**src/verilog/ltsw_pkg.sv**
```systemverilog
// Package for the low power amplifier loop switch and control register bank.
// Assumes an APB master with 32-bit data and byte addresses.
package ltsw_pkg;

  // ==========================================================================
  // Register map
  localparam int unsigned LTSW_ADDR_W = 16;
  localparam logic [LTSW_ADDR_W-1:0] LTSW_LOOP_SWITCH_CONFIG_OFS = 16'h20e4;
  localparam logic [LTSW_ADDR_W-1:0] LTSW_AMPLIFIER_CONTROL_OFS = 16'h20ec;
  localparam int unsigned LTSW_STORE_W = 16;
  localparam logic [LTSW_STORE_W-1:0] LTSW_LOOP_SWITCH_CONFIG_RST = 16'h0000;
  localparam logic [LTSW_STORE_W-1:0] LTSW_AMPLIFIER_CONTROL_RST = 16'h0003;

  // ==========================================================================
  // Field layout
  localparam int unsigned LTSW_RECALIBRATION_BIT = 15;
  localparam int unsigned LTSW_LOOP_SW_MSB = 13;
  localparam int unsigned LTSW_NUM_LOOP_SW = 14;
  localparam int unsigned LTSW_FILTER_LSB = 13;
  localparam int unsigned LTSW_FILTER_W = 3;
  localparam int unsigned LTSW_LOAD_LSB = 10;
  localparam int unsigned LTSW_LOAD_W = 3;
  localparam int unsigned LTSW_GAIN_LSB = 5;
  localparam int unsigned LTSW_GAIN_W = 5;

  // ==========================================================================
  // Register select, one-hot
  typedef enum logic [2:0] {
    LTSW_SEL_NONE = 3'b001,
    LTSW_SEL_SWITCH = 3'b010,
    LTSW_SEL_CONTROL = 3'b100
  } ltsw_sel_t;

  // ==========================================================================
  // Lines towards the analog loop
  typedef struct packed {
    logic recalibration_switch;
    logic [LTSW_NUM_LOOP_SW-1:0] loop_switch;
    logic filter_connect;
    logic [(1<<LTSW_FILTER_W)-2:0] filter_resistor_select;
    logic [(1<<LTSW_LOAD_W)-1:0] load_resistor_select;
    logic gain_connect;
    logic [(1<<LTSW_GAIN_W)-2:0] gain_resistor_select;
  } ltsw_analog_t;

endpackage : ltsw_pkg

```
**src/verilog/ltsw_decode.sv**
```systemverilog
// Registered one-hot decoder for one resistor selector field.
// Assumes the code is the next value of the field, so lines change with it.
`timescale 1ns/1ns
module ltsw_decode #(
  parameter int unsigned CODE_W = 3
) (
  // Clock and reset
  input wire logic clk_sys_in,
  input wire logic srst_in,
  // Code in
  input wire logic [CODE_W-1:0] code_in,
  // One line per code
  output logic [(1<<CODE_W)-1:0] sel_out
);

  logic [(1<<CODE_W)-1:0] sel_ff;
  logic [(1<<CODE_W)-1:0] nxt_sel;

  // ==========================================================================
  // Decode
  always_comb begin
    nxt_sel = '0;
    nxt_sel[code_in] = 1'b1;
  end

  always_ff @(posedge clk_sys_in) begin
    if (srst_in) begin
      sel_ff <= {{((1<<CODE_W)-1){1'b0}}, 1'b1};
    end else begin
      sel_ff <= nxt_sel;
    end
  end

  assign sel_out = sel_ff;

endmodule : ltsw_decode

```
**src/verilog/ltsw_regs.sv**
```systemverilog
// Loop switch and amplifier control registers with APB slave and decoders.
// Assumes an APB master on clk_sys_in; outputs drive analog switch lines.
//
// How it works
// - Bit 15 closes recalibration switch when set.
// - Bits 13..0 drive numbered loop switches.
// - Switch register resets to zero.
// - Control register resets to three.
// - Filter selector in control bits 15..13.
// - Filter code zero disconnects filter path.
// - Codes 1..7 each select one resistor.
// - Registers at 0x20e4 and 0x20ec, read/write.
// - Filter code 7 selects the largest resistor.
// - Load selector in bits 12..10, eight codes.
// - Gain selector bits 9..5, zero disconnects.
//
// Implementation choice: the APB interface to the registers.
`timescale 1ns/1ns
module ltsw_regs
  import ltsw_pkg::*;
#(
  parameter int unsigned ADDR_W = LTSW_ADDR_W
) (
  // Clock and reset
  input wire logic clk_sys_in,
  input wire logic srst_in,
  // APB slave
  input wire logic psel,
  input wire logic penable,
  input wire logic pwrite,
  input wire logic [ADDR_W-1:0] paddr,
  input wire logic [31:0] pwdata,
  input wire logic [3:0] pstrb,
  output logic [31:0] prdata,
  output logic pready,
  output logic pslverr,
  // Analog loop lines
  output ltsw_analog_t analog_out
);

  // ==========================================================================
  // Address decode
  function automatic ltsw_sel_t decode_addr(input logic [ADDR_W-1:0] addr);
    if (addr == LTSW_LOOP_SWITCH_CONFIG_OFS) begin
      return LTSW_SEL_SWITCH;
    end else if (addr == LTSW_AMPLIFIER_CONTROL_OFS) begin
      return LTSW_SEL_CONTROL;
    end else begin
      return LTSW_SEL_NONE;
    end
  endfunction : decode_addr

  ltsw_sel_t sel;
  logic setup;
  logic access;
  logic wr;
  logic [LTSW_STORE_W-1:0] wmask;

  assign sel = decode_addr(paddr);
  assign setup = psel & ~penable;
  assign access = psel & penable;
  assign wr = access & pwrite;
  assign wmask = {{8{pstrb[1]}}, {8{pstrb[0]}}};

  // ==========================================================================
  // Storage
  logic [LTSW_STORE_W-1:0] sw_ff;
  logic [LTSW_STORE_W-1:0] nxt_sw;
  logic [LTSW_STORE_W-1:0] ctl_ff;
  logic [LTSW_STORE_W-1:0] nxt_ctl;
  logic [31:0] rdata_ff;
  logic [31:0] nxt_rdata;

  always_comb begin
    nxt_sw = sw_ff;
    nxt_ctl = ctl_ff;
    if (wr && sel == LTSW_SEL_SWITCH) begin
      nxt_sw = (sw_ff & ~wmask) | (pwdata[LTSW_STORE_W-1:0] & wmask);
    end
    if (wr && sel == LTSW_SEL_CONTROL) begin
      nxt_ctl = (ctl_ff & ~wmask) | (pwdata[LTSW_STORE_W-1:0] & wmask);
    end
  end

  always_comb begin
    nxt_rdata = rdata_ff;
    if (setup) begin
      unique case (sel)
        LTSW_SEL_SWITCH: begin
          nxt_rdata = {16'h0000, sw_ff};
        end
        LTSW_SEL_CONTROL: begin
          nxt_rdata = {16'h0000, ctl_ff};
        end
        LTSW_SEL_NONE: begin
          nxt_rdata = 32'h0000_0000;
        end
      endcase
    end
  end

  always_ff @(posedge clk_sys_in) begin
    if (srst_in) begin
      sw_ff <= LTSW_LOOP_SWITCH_CONFIG_RST;
      ctl_ff <= LTSW_AMPLIFIER_CONTROL_RST;
      rdata_ff <= 32'h0000_0000;
    end else begin
      sw_ff <= nxt_sw;
      ctl_ff <= nxt_ctl;
      rdata_ff <= nxt_rdata;
    end
  end

  assign prdata = rdata_ff;
  assign pready = 1'b1;
  assign pslverr = access & (sel == LTSW_SEL_NONE);

  // ==========================================================================
  // Selector decoders
  logic [(1<<LTSW_FILTER_W)-1:0] filter_lines;
  logic [(1<<LTSW_LOAD_W)-1:0] load_lines;
  logic [(1<<LTSW_GAIN_W)-1:0] gain_lines;

  ltsw_decode #(.CODE_W(LTSW_FILTER_W)) u_filter_dec (
    .clk_sys_in(clk_sys_in),
    .srst_in(srst_in),
    .code_in(nxt_ctl[LTSW_FILTER_LSB +: LTSW_FILTER_W]),
    .sel_out(filter_lines)
  );

  ltsw_decode #(.CODE_W(LTSW_LOAD_W)) u_load_dec (
    .clk_sys_in(clk_sys_in),
    .srst_in(srst_in),
    .code_in(nxt_ctl[LTSW_LOAD_LSB +: LTSW_LOAD_W]),
    .sel_out(load_lines)
  );

  ltsw_decode #(.CODE_W(LTSW_GAIN_W)) u_gain_dec (
    .clk_sys_in(clk_sys_in),
    .srst_in(srst_in),
    .code_in(nxt_ctl[LTSW_GAIN_LSB +: LTSW_GAIN_W]),
    .sel_out(gain_lines)
  );

  // ==========================================================================
  // Analog outputs
  always_comb begin
    analog_out.recalibration_switch = sw_ff[LTSW_RECALIBRATION_BIT];
    analog_out.loop_switch = sw_ff[LTSW_LOOP_SW_MSB:0];
    analog_out.filter_connect = ~filter_lines[0];
    analog_out.filter_resistor_select = filter_lines[(1<<LTSW_FILTER_W)-1:1];
    analog_out.load_resistor_select = load_lines;
    analog_out.gain_connect = ~gain_lines[0];
    analog_out.gain_resistor_select = gain_lines[(1<<LTSW_GAIN_W)-1:1];
  end

  logic [2:0] filter_code;
  assign filter_code = ctl_ff[LTSW_FILTER_LSB +: LTSW_FILTER_W];
endmodule : ltsw_regs

```
**config.mk**
```make
export PLATFORM = sky130hd
export DESIGN_NAME = ltsw_regs
export DESIGN_NICKNAME = d
export VERILOG_FILES = /design/src/verilog/ltsw_pkg.sv /design/src/verilog/ltsw_decode.sv /design/src/verilog/ltsw_regs.sv
export SDC_FILE = /design/constraint.sdc
export NUM_CORES = 1
export LEC_CHECK = 0
export ABC_AREA = 1
export BUFFER_PORTS_ARGS = -buffer_cell sky130_fd_sc_hd__buf_2
export CAP_MARGIN = 20
export CORE_ASPECT_RATIO = 0.8
export CORE_MARGIN = 2
export CORE_UTILIZATION = 30
export DETAILED_ROUTE_END_ITERATION = 10
export GPL_ROUTABILITY_DRIVEN = 0
export PLACE_DENSITY_LB_ADDON = 0.12
export SLEW_MARGIN = 20
export SYNTH_ARGS = -nofsm -noshare
export SYNTH_HDL_FRONTEND = slang
export SYNTH_SLANG_ARGS = --single-unit
```
**constraint.sdc**
```tcl
create_clock -name clk_sys_in -period 2.45 [get_ports clk_sys_in]
set_input_delay 0.3675 -clock clk_sys_in [delete_from_list [all_inputs] [get_ports clk_sys_in]]
set_output_delay 0.3675 -clock clk_sys_in [all_outputs]
set_load 0.03 [all_outputs]
```
==> flow_summary.json, run 1 <==
{
  "status": "finished, final reports clean",
  "ys_top_cells_by_area": "sky130_fd_sc_hd__dfxtp_1 45%, sky130_fd_sc_hd__buf_4 12%, sky130_fd_sc_hd__nor2_1 10%, sky130_fd_sc_hd__nand2_1 6.9%, sky130_fd_sc_hd__inv_1 5.1%",
  "timing.max_slew.rel_slack": 0.497,
  "die_area_um2": 15100,
  "finalCriticalPeriod_ps": 1880,
  "ant_nets": 0,
  "grt_max_degree": 33,
  "tightest_slew_ps": 750,
  "num_antenna_cells": 0,
  "syn-instance-count": 545,
  "area_delta_synth_final_pct": 15.0,
  "clkSinkCount": 96,
  "report.final.setup_viol": 0,
  "ctsResizeCount": 0,
  "drv.max_cap_violation_count": 0,
  "ys_warn_count": 0,
  "average_detailed_routed_wire_length_per_instance_um": 12.8,
  "htree_levels": 3,
  "power_density_nw_per_um2": 674,
  "postSynth.asyncResetShare": 0,
  "postRouteWirelength_mm": 10.2,
  "seq_area_frac_synth": 0.453,
  "max_freq_ghz": 0.533,
  "holdWs_ps": 276,
  "finalNetCount": 666,
  "place.detailed.hpwl_mm": 7.46,
  "total_global_routing_overflow": 0,
  "synth_most_common_cell": "sky130_fd_sc_hd__nor2_1",
  "vias_per_cell": 4.09,
  "drive_gt1_frac": 0.295,
  "worst_path_largest_cell_delay_ps": 240,
  "ys_types": 32,
  "worst-endpoint-arrival_ps": 1510,
  "crit_top_cell": "sky130_fd_sc_hd__buf_2",
  "synth_largest_type_area_fraction": 0.453,
  "ioPinCount": 154,
  "worst_hold_path_type": "primary input to register",
  "initial_utilization": 0.309,
  "clock_latency_reported_for_the_late_side_of_the_worst_skew_pair_ps": 340,
  "floorplan.die.height_um": 110,
  "synthesis.area_um2": 4240,
  "post_synth_most_frequent_cells": "114 x sky130_fd_sc_hd__nor2_1, 96 x sky130_fd_sc_hd__dfxtp_1, 78 x sky130_fd_sc_hd__nand2_1, 70 x sky130_fd_sc_hd__buf_4, 58 x sky130_fd_sc_hd__inv_1",
  "die_span_x_um": 137,
  "yosys_register_bits": 96,
  "fin_setup_tns_ps": 0,
  "fin_worst_skew_ps": 5.98,
  "grt_first_pass_wirelength_mm": 15.7,
  "rows": 38,
  "vdd_drop_max_mv": 0.334,
  "crit_fanout": 7,
  "port_buffers": 118,
  "cts.hold.buffers_added": 0,
  "grt_util_overall": 0.140,
  "timing.final.max_slew_violations": 0,
  "globalRouteMet3Util": 0.0517,
  "worstPathCellList": "buf_2, nor2_1, nand2_1, nor2_2, nand2_2, inv_2, a211oi_1, buf_2",
  "grtUsageMet1": 0.202,
  "critPathSlowestCell": "sky130_fd_sc_hd__nor2_2",
  "post-route-period-util": 0.766,
  "synth_edf_count": 0,
  "initial_antenna_violation_count": 0,
  "critical_path.top_delay_family": "simple AND/OR/NAND/NOR gates",
  "timing_worst_setup_path_type": "primary input to primary output",
  "synth-main-ff-cell": "sky130_fd_sc_hd__dfxtp_1",
  "cts.reportedPaths.clkPinSlew_ps": 70,
  "dr.pass1.iters": 4,
  "synthesis.area_per_instance_um2": 7.78,
  "cts_max_path_buffers": 2,
  "cts_root_buffer": "sky130_fd_sc_hd__clkbuf_16",
  "first_global_vias": 3009,
  "setup_repair_after_global_routing_missed_its_margin": "false",
  "critPathRequiredTime_ps": 2080,
  "fp.coreArea_um2": 13700,
  "hold_viol": 0,
  "cellLeakagePower_uw": 0.00244,
  "cts_inserted_buffers": 9,
  "grt-busiest-layer": "met1",
  "synthDominantAreaCellType": "sky130_fd_sc_hd__dfxtp_1",
  "cts_setup_buffers": 0,
  "detail_route.drc_violations": 0,
  "grtUsageMet2": 0.197,
  "crit_path_end_kind": "primary output",
  "fillerInstances": 1506,
  "tritoncts_clock_tree": "built",
  "start_kind": "primary input",
  "detailedRoute.firstIterationViolations": 160,
  "cp.buffers_inverters": 3,
  "route.vias.total": 3251
}
[logic make-up after synthesis]
group           Yosys count  synth area share
compound gates           62            0.0909
other cells               2           0.00177
simple gates            234             0.254
buf+inv                 151             0.200
flops                    96             0.453
[worst register-to-register path, cell delays in order (launching register included)]
cell	delay (ps)
sky130_fd_sc_hd__dfxtp_1	300
sky130_fd_sc_hd__inv_1	100
sky130_fd_sc_hd__nor2_1	50
sky130_fd_sc_hd__a21oi_1	130
sky130_fd_sc_hd__nand4_1	160
sky130_fd_sc_hd__nand2_4	160
sky130_fd_sc_hd__clkinv_2	100
sky130_fd_sc_hd__nor2_2	100
sky130_fd_sc_hd__nand2_1	130
sky130_fd_sc_hd__nor2_1	120
[cells in the final DEF (no fill, tap or decap), types with 10 or more instances in the layout]
| cell type | synthesis | layout |
|---|---|---|
| sky130_fd_sc_hd__inv_1 | 58 | 58 |
| sky130_fd_sc_hd__buf_2 | 4 | 118 |
| sky130_fd_sc_hd__dfxtp_1 | 96 | 96 |
| sky130_fd_sc_hd__o211ai_1 | 13 | 13 |
| sky130_fd_sc_hd__nand2_1 | 78 | 78 |
| sky130_fd_sc_hd__a21oi_1 | 13 | 13 |
| sky130_fd_sc_hd__conb_1 | 2 | 17 |
| sky130_fd_sc_hd__o21ai_0 | 23 | 23 |
| sky130_fd_sc_hd__nand2_2 | 10 | 10 |
| sky130_fd_sc_hd__nor2_1 | 114 | 113 |
[area by class of cell]
cell class | count | area (um2) | share of cell area
tap | 180 | 225 | 0.0462
clock inverter | 5 | 63.8 | 0.0131
sequential | 96 | 1920 | 0.394
clock buffer | 11 | 253 | 0.0519
multi-input combinational | 313 | 1530 | 0.314
timing repair buffer | 123 | 628 | 0.129
inverter | 66 | 251 | 0.0516
[power by group]
part / total [uW] / internal, uW / leakage, uW / switching (uW)
clock: 1470 / 856 / 0.000158 / 617
combinational: 230 / 65.6 / 0.00150 / 164
sequential: 1580 / 1570 / 0.000776 / 7.21
total: 3290 / 2500 / 0.00244 / 789
[worst paths after layout]
| path | start | slack, ps | cells past startpoint | endpoint |
|---|---|---|---|---|
| worst max-delay path | paddr[15] | 570 | 8 | pslverr |
| worst max register to register | ctl_ff[9]$_SDFF_PP0_ | 1050 | 9 | u_gain_dec.sel_out[11]$_SDFF_PP0_ |
| worst min register to register | register | 470 | 2 | register |
| worst min-delay path | pwdata[0] | 280 | 3 | register |
[layer usage]
layer / vias up / part of all wire
li1: 1718 / -
met1: 1430 / 0.53
met2: 99 / 0.39
met3: 4 / 0.067
met4: 0 / 0.0064
met5: - / 0
[per-stage QoR]
stage          power, uW  setup WS, ps  instance area (um2)  utilization  std cells
2_1_floorplan       1790           421                 4290            -        560
3_3_place_gp        1850           471                 4560        0.333        778
3_5_place_dp        1850           434                 4560        0.333        778
4_1_cts             3340           555                 4870        0.356        794
5_1_grt             3420           433                 4870        0.356        794
6_report            3290           574                 4870        0.356        794
Power figures use the tool's default switching activity.
==> inputs of run 2 (changes only) <==
==> constraint.sdc (replaced) <==
create_clock -name clk_sys_in -period 1.8 [get_ports clk_sys_in]
set_input_delay 0.27 -clock clk_sys_in [delete_from_list [all_inputs] [get_ports clk_sys_in]]
set_output_delay 0.27 -clock clk_sys_in [all_outputs]
set_load 0.03 [all_outputs]
==> run 2 against run 1 <==
Worst setup slack worse by 410 ps. Register-to-register slack got worse by 670 ps. Cell area is 1.8% higher. Critical path type unchanged. Largest power group unchanged.
==> flow_summary.json, run 2 (synthesized netlist as in run 1, its figures left out) <==
{
  "rows": 38,
  "clkSinkCount": 96,
  "tightest_slew_ps": 717,
  "area_delta_synth_final_pct": 17.0,
  "drive_gt1_frac": 0.311,
  "hold_viol": 0,
  "netSwitchingPower_uw": 1050,
  "crit_fanout": 5,
  "grt_max_degree": 33,
  "detail_route.drc_violations": 0,
  "die_span_x_um": 137,
  "cts_inserted_buffers": 9,
  "initial_utilization": 0.309,
  "worst-endpoint-arrival_ps": 1360,
  "cts_root_buffer": "sky130_fd_sc_hd__clkbuf_16",
  "fin_worst_skew_ps": 6.21,
  "port_buffers": 118,
  "clock_latency_reported_for_the_late_side_of_the_worst_skew_pair_ps": 340,
  "highest_count_cells_in_the_layout_ignoring_fill_and_taps": "118 x sky130_fd_sc_hd__buf_2, 113 x sky130_fd_sc_hd__nor2_1, 96 x sky130_fd_sc_hd__dfxtp_1, 78 x sky130_fd_sc_hd__nand2_1, 58 x sky130_fd_sc_hd__inv_1",
  "vdd_drop_max_mv": 0.407,
  "num_antenna_cells": 0,
  "vias_per_cell": 4.12,
  "sw_frac_of_total": 0.246,
  "max_freq_ghz": 0.612,
  "worst_hold_path_type": "primary input to register",
  "setup_repair_after_global_routing_missed_its_margin": "false",
  "timing.final.max_slew_violations": 0,
  "report.final.setup_viol": 0,
  "fin_setup_tns_ps": 0,
  "ioPinCount": 154,
  "postRouteWirelength_mm": 10.3,
  "drv.max_cap_violation_count": 0,
  "mostFrequentLayoutCell": "sky130_fd_sc_hd__buf_2",
  "ctsResizeCount": 0,
  "cellLeakagePower_uw": 0.00249,
  "average_detailed_routed_wire_length_per_instance_um": 12.7,
  "ff_latch_area_um2": 1920,
  "r2r_cells": 9,
  "dr.pass1.iters": 4,
  "route.vias.total": 3330,
  "critPathRequiredTime_ps": 1530,
  "cts_setup_buffers": 0,
  "finalPower_uw": 4280,
  "fp.coreArea_um2": 13700,
  "detailedRoute.firstIterationViolations": 203,
  "total_global_routing_overflow": 0,
  "grt_util_overall": 0.142,
  "die_area_um2": 15100,
  "crit_path_end_kind": "primary output",
  "floorplan.die.height_um": 110,
  "fillerInstances": 1506,
  "first_global_vias": 3052,
  "htree_levels": 3,
  "cellInternalPower_uw": 3220,
  "cts_max_path_buffers": 2,
  "min_path_cells": 3,
  "timing.max_slew.rel_slack": 0.519,
  "power_density_nw_per_um2": 863,
  "finalNetCount": 680,
  "status": "finished, final reports clean",
  "post-route-period-util": 0.908,
  "comb_power_share": 0.075,
  "start_kind": "primary input",
  "multiInputGateArea_um2": 1530,
  "timing_worst_setup_path_type": "primary input to primary output",
  "tritoncts_clock_tree": "built",
  "cts.reportedPaths.clkPinSlew_ps": 70,
  "grt_first_pass_wirelength_mm": 15.9,
  "initial_antenna_violation_count": 0,
  "clkPwrFrac": 0.422,
  "power.share.sequential": 0.503,
  "cts.hold.buffers_added": 0,
  "ant_nets": 0,
  "place.detailed.hpwl_mm": 7.90,
  "finalCriticalPeriod_ps": 1630
}
[run 2: power by group through the flow]
stage	Sequential, uW	Clock, uW	Combinational [uW]
3_3_place_gp	2200	0	317
5_1_grt	2150	1960	352
2_1_floorplan	2240	0	195
4_1_cts	2150	1870	322
6_report	2150	1810	319
3_5_place_dp	2200	0	320
[run 2: final timing paths]
check                           slack [ps]                                end                 start
worst max register to register         380  u_gain_dec.sel_out[13]$_SDFF_PP0_  ctl_ff[9]$_SDFF_PP0_
worst min-delay path                   160                           register             pwdata[0]
worst max-delay path                   170                            pslverr              paddr[1]
worst min register to register         470                           register              register
[run 2: per-layer routing]
metal  global-route usage  up-vias  wire, um
met5                    0        -         0
met4               0.0398        0        98
met3               0.0444        5       788
met2                0.196      110      4150
met1                0.208     1468      5240
li1                     -     1747         -
[run 2: cell type report]
| type | count | area share |
|---|---|---|
| Clock inverter | 5 | 0.00782 |
| Sequential cell | 96 | 0.387 |
| Tap cell | 180 | 0.0454 |
| Clock buffer | 11 | 0.0489 |
| Inverter | 66 | 0.0507 |
| Multi-Input combinational cell | 313 | 0.309 |
| Timing Repair Buffer | 137 | 0.150 |
[run 2: stage by stage]
| stage | util | worst slack [ps] | instance area [um2] | std cells | hold WS, ps |
|---|---|---|---|---|---|
| floorplan | - | 259 | 4300 | 560 | 400 |
| global placement | 0.342 | 15.8 | 4680 | 792 | 451 |
| detailed placement | 0.342 | -19.9 | 4680 | 792 | 457 |
| finish | 0.362 | 166 | 4960 | 808 | 161 |
| CTS | 0.362 | 143 | 4960 | 808 | 145 |
| global route | 0.362 | 61.8 | 4960 | 808 | 179 |
[run 2: worst max-delay path, stage by stage]
cell and delay (ps):
sky130_fd_sc_hd__buf_2 100, sky130_fd_sc_hd__nor2_2 140, sky130_fd_sc_hd__nand3_1 90, sky130_fd_sc_hd__nor2_1 220
sky130_fd_sc_hd__nand2_2 90, sky130_fd_sc_hd__inv_2 80, sky130_fd_sc_hd__buf_4 140, sky130_fd_sc_hd__a211oi_2 50
sky130_fd_sc_hd__buf_2 190
